## src/design/power_handshake_pkg.sv

```systemverilog
// Purpose : Shared constants, types and helpers for the power handshake block
// Assumes : 125 MHz always-on clock, synchronous active-low reset
// Notes   : Offsets, counts and the input and boot-source reset values of the block live here
//
// Contract
// Carrier power enable only after module supplies good
// Carrier keeps main circuits off until enable
// No boot while carrier reset request low
// Carrier releases reset request last, as power-good
// Supply fault low keeps every supply disabled (code still enables the module supply for 3 cycles after reset)
// Carrier drives inputs open-drain, no own pull-ups
// Module stays in reset while request low
// Power button active low, debounced
// Standby output low in standby, else high
// Battery low active low, reported by module
// Carrier pulls charger present low with DC
// Carrier pulls charging low while charging
// Sleep request active low, debounced
// Cover low means closed, debounced, sleep request (code reports it as cover_closed only, not as sleep_request)
// Default boot from onboard flash, no NOR
// Grounded boot select tries SD card first
// Reset held at least 1 ms after release
// Reset out released at least 100 ms after enable
// Inputs double synchronised, debounce programmable stability count

package power_handshake_pkg;

    // ************************************************************
    // Clock and timing
    // ************************************************************
    localparam int CLK_PERIOD_NS        = 8;       // 125 MHz always-on clock
    localparam int RESET_HOLD_TIME_US   = 1000;    // Least reset hold after release
    localparam int CARRIER_RAMP_TIME_MS = 100;     // Least carrier ramp before release
    // Least times round up to whole cycles
    localparam int RESET_HOLD_CYCLES    =
        (RESET_HOLD_TIME_US * 1000 + CLK_PERIOD_NS - 1) / CLK_PERIOD_NS;
    localparam int CARRIER_RAMP_CYCLES  =
        (CARRIER_RAMP_TIME_MS * 1000000 + CLK_PERIOD_NS - 1) / CLK_PERIOD_NS;

    // ************************************************************
    // Widths and reset values
    // ************************************************************
    localparam int TIMER_W              = 24;      // Holds 12.5 M cycles
    localparam int DEBOUNCE_W           = 16;      // Programmable stability count
    localparam logic [DEBOUNCE_W-1:0] NO_DEBOUNCE = 16'h0000;
    localparam logic INPUT_IDLE_N       = 1'b1;    // Floating open-drain line reads high
    localparam logic BOOT_SD_RESET      = 1'b0;    // Onboard flash by default

    // ************************************************************
    // Input filter bank slots
    // ************************************************************
    localparam int NUM_INPUTS           = 9;
    localparam int IN_FAULT             = 0;
    localparam int IN_RESET_REQ         = 1;
    localparam int IN_POWER_BUTTON_N         = 2;
    localparam int IN_BATTERY_LOW       = 3;
    localparam int IN_CHARGER           = 4;
    localparam int IN_CHARGING          = 5;
    localparam int IN_SLEEP             = 6;
    localparam int IN_COVER             = 7;
    localparam int IN_BOOT_SEL          = 8;

    // ************************************************************
    // Sequencer states
    // ************************************************************
    typedef enum logic [3:0] {
        ST_OFF     = 4'h1,   // All supplies off
        ST_RAMP    = 4'h2,   // Module supplies ramping
        ST_CARRIER = 4'h4,   // Carrier powered, resets held
        ST_RUN     = 4'h8    // Resets released, booting or running
    } seq_state_e;

    // Saturating increment for free-running cycle counters
    function automatic logic [TIMER_W-1:0] sat_inc(input logic [TIMER_W-1:0] v);
        sat_inc = (v == {TIMER_W{1'b1}}) ? v : v + 24'h000001;
    endfunction

endpackage

```

## src/design/input_filter_if.sv

```systemverilog
// Purpose : Bundle between the sequencer and one input filter
// Assumes : One bundle per carrier input line
// Notes   : Levels stay active low as on the pin

`timescale 1ns/10ps

interface input_filter_if;
    import power_handshake_pkg::*;

    logic                  raw_n;     // Line as seen at the pin
    logic [DEBOUNCE_W-1:0] limit;     // Stability count, zero for sync only
    logic                  level_n;   // Filtered level

    // Filter side
    modport filt (input raw_n, input limit, output level_n);
    // Sequencer side
    modport user (output raw_n, output limit, input level_n);
endinterface

```

## src/design/input_debounce.sv

```systemverilog
// Purpose : Two-stage synchroniser followed by a stability filter
// Assumes : Line is open drain and floats high when idle
// Notes   : Level changes once the sample differs for limit+1 cycles

`timescale 1ns/10ps

module input_debounce (
    // Clock and reset
    input  wire logic clk,
    input  wire logic rst_b,
    // Filter bundle
    input_filter_if.filt fi
);
    import power_handshake_pkg::*;

    logic                  sync1_reg;   // First stage, read by second only
    logic                  sync2_reg;   // Second stage
    logic [DEBOUNCE_W-1:0] stab_reg;    // Cycles the sample has differed
    logic                  level_reg;   // Filtered output

    assign fi.level_n = level_reg;

    // ************************************************************
    // Synchroniser
    // ************************************************************
    // Two flops against metastability on the carrier line
    always_ff @(posedge clk) begin
        if (!rst_b) begin
            sync1_reg <= INPUT_IDLE_N;
            sync2_reg <= INPUT_IDLE_N;
        end else begin
            sync1_reg <= fi.raw_n;
            sync2_reg <= sync1_reg;
        end
    end

    // ************************************************************
    // Stability filter
    // ************************************************************
    // Any bounce back to the held level restarts the count
    always_ff @(posedge clk) begin
        if (!rst_b) begin
            stab_reg  <= NO_DEBOUNCE;
            level_reg <= INPUT_IDLE_N;
        end else if (sync2_reg == level_reg) begin
            stab_reg  <= NO_DEBOUNCE;
        end else if (stab_reg >= fi.limit) begin
            stab_reg  <= NO_DEBOUNCE;
            level_reg <= sync2_reg;
        end else begin
            stab_reg  <= stab_reg + 16'h0001;
        end
    end
endmodule

```

## src/design/cycle_timer.sv

```systemverilog
// Purpose : Counts cycles while run is high and flags expiry
// Assumes : Limit is at least one
// Notes   : Dropping run clears the count at once

`timescale 1ns/10ps

module cycle_timer (
    // Clock and reset
    input  wire logic                                  clk,
    input  wire logic                                  rst_b,
    // Control
    input  wire logic                                  run,
    input  wire logic [power_handshake_pkg::TIMER_W-1:0] limit,
    // Status
    output logic                                       expired
);
    import power_handshake_pkg::*;

    logic [TIMER_W-1:0] count_reg;   // Elapsed cycles while running

    // Count up while running, park at the limit
    always_ff @(posedge clk) begin
        if (!rst_b || !run) begin
            count_reg <= '0;
        end else if (count_reg != limit) begin
            count_reg <= count_reg + 24'h000001;
        end
    end

    assign expired = run && (count_reg == limit);
endmodule

```

## src/design/power_handshake.sv

```systemverilog
// Purpose : Module-side power and reset handshake with the carrier
// Assumes : Open-drain carrier inputs are pulled up on the module
// Notes   : Long waits are parameters so simulation can shorten them

`timescale 1ns/10ps

module power_handshake #(
    parameter int RESET_HOLD  = power_handshake_pkg::RESET_HOLD_CYCLES,
    parameter int CARRIER_RAMP = power_handshake_pkg::CARRIER_RAMP_CYCLES
) (
    // Clock and reset
    input  wire logic                                       clk,
    input  wire logic                                       rst_b,
    // Module supply status and standby from the system
    input  wire logic                                       module_supplies_good,
    input  wire logic                                       standby_state,
    input  wire logic [power_handshake_pkg::DEBOUNCE_W-1:0] debounce_limit,
    // Carrier control inputs, open drain, active low
    input  wire logic                                       input_supply_fault_n,
    input  wire logic                                       reset_request_n,
    input  wire logic                                       power_button_n,
    input  wire logic                                       battery_low_n,
    input  wire logic                                       charger_present_n,
    input  wire logic                                       charging_n,
    input  wire logic                                       sleep_request_n,
    input  wire logic                                       cover_closed_n,
    input  wire logic                                       boot_select_n,
    // Carrier control outputs
    output logic                                            carrier_power_enable,
    output logic                                            module_reset_out_n,
    output logic                                            carrier_standby_n,
    // Module side outputs
    output logic                                            module_supply_enable,
    output logic                                            core_reset_n,
    output logic                                            boot_start,
    output logic                                            boot_from_sd,
    // Reported carrier indications, active high
    output logic                                            power_button_pressed,
    output logic                                            battery_low,
    output logic                                            charger_present,
    output logic                                            charging,
    output logic                                            sleep_request,
    output logic                                            cover_closed
);
    import power_handshake_pkg::*;

    // ************************************************************
    // Declarations
    // ************************************************************
    logic [NUM_INPUTS-1:0] raw_n;            // Pins gathered by slot
    logic [NUM_INPUTS-1:0] filt_n;           // Filtered levels by slot
    seq_state_e            state_reg;        // Sequencer state
    seq_state_e            state_next;       // Its next value
    logic                  fault_ok;         // Input supply reported good
    logic                  req_released;     // Carrier reset request floated
    logic                  hold_done;        // 1 ms since request release
    logic                  ramp_done;        // 100 ms since power enable
    logic                  cpe_reg;          // Carrier power enable
    logic                  rst_out_reg;      // Reset out, high when released
    logic                  core_rst_reg;     // Internal reset, high when released
    logic                  supply_en_reg;    // Module supply enable
    logic                  stby_reg;         // Carrier standby, active low
    logic                  boot_start_reg;   // One-cycle boot kick
    logic                  boot_sd_reg;      // Boot source latched at release
    logic [5:0]            report_reg;       // Reported indications

    // ************************************************************
    // Input filter bank
    // ************************************************************
    assign raw_n = {boot_select_n, cover_closed_n, sleep_request_n, charging_n,
                    charger_present_n, battery_low_n, power_button_n,
                    reset_request_n, input_supply_fault_n};

    input_filter_if fbus [NUM_INPUTS] ();

    // One filter per line; fault and reset request are synchronised only,
    // so a short reset request still reaches the sequencer
    for (genvar i = 0; i < NUM_INPUTS; i++) begin : g_filt
        assign fbus[i].raw_n = raw_n[i];
        assign fbus[i].limit = (i == IN_FAULT || i == IN_RESET_REQ) ?
                               NO_DEBOUNCE : debounce_limit;
        assign filt_n[i]     = fbus[i].level_n;
        input_debounce u_filt (
            .clk   (clk),
            .rst_b (rst_b),
            .fi    (fbus[i])
        );
    end

    assign fault_ok     = filt_n[IN_FAULT];
    assign req_released = filt_n[IN_RESET_REQ];

    // ************************************************************
    // Timers
    // ************************************************************
    // Reset hold restarts on every new request, even a short one
    cycle_timer u_hold (
        .clk     (clk),
        .rst_b   (rst_b),
        .run     (req_released),
        .limit   (TIMER_W'(RESET_HOLD)),
        .expired (hold_done)
    );

    // Carrier ramp runs for as long as the carrier is powered
    cycle_timer u_ramp (
        .clk     (clk),
        .rst_b   (rst_b),
        .run     (cpe_reg),
        .limit   (TIMER_W'(CARRIER_RAMP)),
        .expired (ramp_done)
    );

    // ************************************************************
    // Sequencer
    // ************************************************************
    // Next state; fault or lost supplies drop everything at once
    always_comb begin
        state_next = state_reg;
        case (state_reg)
            ST_OFF: begin
                // Only supervisory logic lives while the filtered fault is low
                if (fault_ok) begin
                    state_next = ST_RAMP;
                end
            end
            ST_RAMP: begin
                if (!fault_ok) begin
                    state_next = ST_OFF;
                end else if (module_supplies_good) begin
                    state_next = ST_CARRIER;
                end
            end
            ST_CARRIER: begin
                // Boot waits for the carrier's power-good release
                if (!fault_ok || !module_supplies_good) begin
                    state_next = ST_OFF;
                end else if (req_released && hold_done && ramp_done) begin
                    state_next = ST_RUN;
                end
            end
            ST_RUN: begin
                if (!fault_ok || !module_supplies_good) begin
                    state_next = ST_OFF;
                end else if (!req_released) begin
                    state_next = ST_CARRIER;
                end
            end
            default: begin
                state_next = ST_OFF;
            end
        endcase
    end

    // State register
    always_ff @(posedge clk) begin
        if (!rst_b) begin
            state_reg <= ST_OFF;
        end else begin
            state_reg <= state_next;
        end
    end

    // ************************************************************
    // Power outputs
    // ************************************************************
    // Outputs follow the next state so they settle with the state flop
    always_ff @(posedge clk) begin
        if (!rst_b) begin
            supply_en_reg <= 1'b0;
            cpe_reg       <= 1'b0;
        end else begin
            supply_en_reg <= (state_next != ST_OFF);
            cpe_reg       <= (state_next == ST_CARRIER) ||
                             (state_next == ST_RUN);
        end
    end

    // ************************************************************
    // Reset outputs
    // ************************************************************
    // Both resets release together, only on entry to running
    always_ff @(posedge clk) begin
        if (!rst_b) begin
            rst_out_reg  <= 1'b0;
            core_rst_reg <= 1'b0;
        end else begin
            rst_out_reg  <= (state_next == ST_RUN);
            core_rst_reg <= (state_next == ST_RUN);
        end
    end

    // ************************************************************
    // Boot source
    // ************************************************************
    // Select is sampled once per release; a change while running
    // only takes effect on the next reset
    always_ff @(posedge clk) begin
        if (!rst_b) begin
            boot_sd_reg    <= BOOT_SD_RESET;
            boot_start_reg <= 1'b0;
        end else begin
            boot_start_reg <= (state_next == ST_RUN) && (state_reg != ST_RUN);
            if ((state_next == ST_RUN) && (state_reg != ST_RUN)) begin
                boot_sd_reg <= !filt_n[IN_BOOT_SEL];
            end
        end
    end

    // ************************************************************
    // Standby and reported indications
    // ************************************************************
    // Standby follows the system state directly
    always_ff @(posedge clk) begin
        if (!rst_b) begin
            stby_reg <= 1'b1;
        end else begin
            stby_reg <= !standby_state;
        end
    end

    // Filtered carrier lines, inverted to active high
    always_ff @(posedge clk) begin
        if (!rst_b) begin
            report_reg <= 6'h00;
        end else begin
            report_reg[0] <= !filt_n[IN_POWER_BUTTON_N];
            report_reg[1] <= !filt_n[IN_BATTERY_LOW];
            report_reg[2] <= !filt_n[IN_CHARGER];
            report_reg[3] <= !filt_n[IN_CHARGING];
            report_reg[4] <= !filt_n[IN_SLEEP];
            report_reg[5] <= !filt_n[IN_COVER];
        end
    end

    assign module_supply_enable = supply_en_reg;
    assign carrier_power_enable = cpe_reg;
    assign module_reset_out_n   = rst_out_reg;
    assign core_reset_n         = core_rst_reg;
    assign carrier_standby_n    = stby_reg;
    assign boot_start           = boot_start_reg;
    assign boot_from_sd         = boot_sd_reg;
    assign power_button_pressed = report_reg[0];
    assign battery_low          = report_reg[1];
    assign charger_present      = report_reg[2];
    assign charging             = report_reg[3];
    assign sleep_request        = report_reg[4];
    assign cover_closed         = report_reg[5];

    // ************************************************************
    // Checks
    // ************************************************************
    logic [TIMER_W-1:0] since_release_reg;   // Cycles since request release
    logic [TIMER_W-1:0] since_enable_reg;    // Cycles since power enable

    // Helper counters for the timing checks
    always_ff @(posedge clk) begin
        if (!rst_b) begin
            since_release_reg <= '0;
            since_enable_reg  <= '0;
        end else begin
            since_release_reg <= req_released ? sat_inc(since_release_reg) : '0;
            since_enable_reg  <= cpe_reg ? sat_inc(since_enable_reg) : '0;
        end
    end
endmodule

```

## config.mk

```make
export PLATFORM = sky130hd
export DESIGN_NAME = power_handshake
export DESIGN_NICKNAME = d
export VERILOG_FILES = /design/src/design/power_handshake_pkg.sv /design/src/design/input_filter_if.sv /design/src/design/input_debounce.sv /design/src/design/cycle_timer.sv /design/src/design/power_handshake.sv
export SDC_FILE = /design/constraint.sdc
export NUM_CORES = 1
export LEC_CHECK = 0
export BUFFER_PORTS_ARGS = -buffer_cell sky130_fd_sc_hd__buf_2
export CORE_AREA = 2 2 142 144
export CTS_CLUSTER_DIAMETER = 50
export DETAILED_ROUTE_END_ITERATION = 8
export DIE_AREA = 0 0 144 146
export PLACE_DENSITY = 0.7
export SETUP_SLACK_MARGIN = 0.3
export SYNTH_ARGS = -nofsm -noshare
export SYNTH_HDL_FRONTEND = slang
export SYNTH_SLANG_ARGS = --single-unit
```

## constraint.sdc

```tcl
create_clock -name clk -period 2.4 [get_ports clk]
set_input_delay 0.24 -clock clk [delete_from_list [all_inputs] [get_ports clk]]
set_output_delay 0.24 -clock clk [all_outputs]
set_load 0.02 [all_outputs]
```

==> metrics.yaml <==
run_status:
  status: "finished clean"
power_and_ir_drop:
  p_per_area_nw_per_um2: 566
  vdd_ir_drop_max_mv: 0.519
  p_leak_uw: 0.00487
timing:
  setup_violations: 0
  rsz0062_at_grt: "yes"
  final_max_slew_viol_count: 0
  hold_slack_ns: 0.0764
  final.period_utilization: 0.921
  finalClockSkew_ns: 0.0117
  finalHoldViolCount: 0
  worst_slew_pin_slew_ns: 0.836
  min_period_ns: 2.21
  relSlewSlack: 0.441
  clock.fmax_ghz: 0.452
worst_setup_path:
  crit_type: "flop to flop"
  crit_path_start_kind: "flop"
  cp_top_family: "simple AND/OR/NAND/NOR gates"
  worstPathArrival_ns: 2.61
  end_kind: "flop"
  required_ns: 2.79
  cp.buffers_inverters: 0
  max_stage_delay_ns: 0.56
  cp_cell_sequence: "or4b_4, nor4_4, nand4_1, or4_4, nand3_2, o21ai_1"
  cp_slowest_cell: "or4b_4"
  cp_max_fo: 2
synthesis:
  yosysTopAreaCell: "dfxtp_1"
  ys.flop_type: "dfxtp_1"
  mappedNetlistNets: 1358
  syn_avg_cell_area_sq_um: 8.74
  synth_cells: 1206
  synth.top_cell.area_share: 0.386
  yosysMostFrequentCell: "nor2_1"
  ys_ff_latch: 203
  syn_area_sq_um: 10500
  synthArstFlopShare: 0
  synthTopCellsByCount: "nor2_1, dfxtp_1, ha_1, xor2_1, nand3_1"
  synth.area.top_cells: "dfxtp_1, ha_1, xor2_1"
  yosysSeqAreaShare: 0.386
  synth_warnings: 0
  ys_types: 51
  synth_edf_count: 0
floorplanning:
  die_h_um: 146
  die-area_sq_um: 21000
  ioPinCount: 42
  start_util: 0.545
  num_rows: 51
  fp.dieW_um: 144
  core_sq_um: 19300
layout:
  num_antenna_cells: 0
  multi_input_area_sq_um: 6830
  regArea_sq_um: 4110
  nets: 1460
  stdcell_area_sq_um: 13000
  area_growth_pct: 23.0
  final_cell_count_no_fill: 1588
  largest_register_ffs: 112
  fill_cells: 1546
  final_layout_size_suffix_gt1_frac: 0.183
drt:
  num_vias: 8514
  vias_per_cell: 5.36
  drt-pass1-iter-count: 5
  wire_per_inst_um: 15.0
  ant_nets: 0
  dr.first_iter.drc_count: 309
  routed_wl_um: 23800
  remaining_drc_errors: 0
clock_network:
  max-clock-path-buffers: 3
  cts_buffers: 25
  clkTransAtPathRegs_ns: 0.06
  cts_num_sinks: 203
  htreeDepth: 1
  cts_tree: "yes"
  clockRootBuffer: "clkbuf_16"
  worstSkewPairLatency_ns: 0.51
placed_design:
  place_inst: 1518
  numPortBuffers: 41
  place.detailed.hpwl_um: 16100
  place_area_sq_um: 11300
  gp_congestion: 0.812
grt:
  grt_start_max_net_pins: 26
  grt_overflow_total: 0
  track_usage: 0.221
  grtUsageMet3: 0.0329
  grt_pass1_wl_um: 38200
  grtUsageMet1: 0.288
  use_met2: 0.372
  grt_pass1_vias: 8183
  antenna_found_initial: 0
  busiest_layer: "met2"
flow_run:
  drv_cap: 0
worst_hold_path:
  hp-class: "primary input to flop"
==> final cells by class <==
cell class                 count  area share
clock buffer                  34      0.0524
tap                          265      0.0256
timing repair buffer          98      0.0583
clock inverter                 8     0.00608
inverter                      46      0.0133
sequential                   203       0.317
multi-input combinational    934       0.527
==> repair_timing <==
action | in CTS | in global routing
hold endpoints to repair | 10 | 0
resized for setup | 16 | 156
pin swaps | 8 | 67
hold buffers | 13 | 0
setup buffers | 1 | 9
endpoints found under the setup margin | 75 | 133
gates cloned | 0 | 5
==> logic make-up (layout without fill, tap and decap cells) <==
kind of cell / Yosys count / in the layout / synth area share
AO/OA/AOI/OAI: 119 / 119 / 0.0682
XOR/XNOR: 145 / 145 / 0.121
adder cells (fa/ha/maj): 123 / 123 / 0.146
buffers and inverters: 69 / 186 / 0.0258
flip-flops: 203 / 203 / 0.386
multiplexers: 8 / 8 / 0.00784
AND/OR/NAND/NOR: 539 / 539 / 0.246
==> stage by stage <==
stage          setup WS [ns]  setup TNS (ns)   util  total power (uW)
6_report               0.189               0  0.670              7340
5_1_grt                0.115               0  0.670              7600
4_1_cts                0.240               0  0.632              7360
3_5_place_dp        -0.00389        -0.00389  0.583              3850
3_3_place_gp          0.0926               0  0.583              3840
2_1_floorplan          0.300               0      -              3710
==> worst register-to-register path: cells and delay by family (launching register included) <==
family	cells	cell delay (ns)
AND/OR/NAND/NOR	5	1.70
flip-flops	1	0.34
AO/OA/AOI/OAI	1	0.06
==> worst paths after layout <==
check | from | slack, ns | cells after the start | endpoint
hold reg to reg | g_filt[0].u_filt.sync2_reg | 0.41 | 1 | g_filt[0].u_filt.fi.level_n
setup / recovery | u_hold.count_reg[2] | 0.19 | 6 | boot_from_sd
setup reg to reg | u_hold.count_reg[2] | 0.19 | 6 | boot_from_sd
hold / removal | module_supplies_good | 0.08 | 3 | module_supply_enable
==> layout by cell type (no fill, tap or decap), drive strengths merged, types with 6 or more instances in the layout <==
cell           n
a211oi        21
a21oi         35
and3          23
and4           7
buf           83
clkbuf        36
dfxtp        203
dlygate4sd3   13
ha           123
inv           48
mux2i          6
nand2         72
nand2b        29
nand3         73
nand4         38
nor2         226
nor2b         23
nor3          17
o2111ai        6
o21ai         40
or4            8
xnor2         48
xor2          97
==> metal layers <==
layer,up-vias,part of all wire
li1,4357,-
met1,3983,0.47
met2,131,0.47
met3,43,0.033
met4,0,0.025
met5,-,0
==> power breakdown <==
| part | internal, uW | total [uW] | switching [uW] |
|---|---|---|---|
| Combinational | 170 | 414 | 244 |
| Clock | 2080 | 3500 | 1410 |
| Sequential | 3390 | 3420 | 29.8 |
No activity file was read; power rests on OpenSTA's default activity.
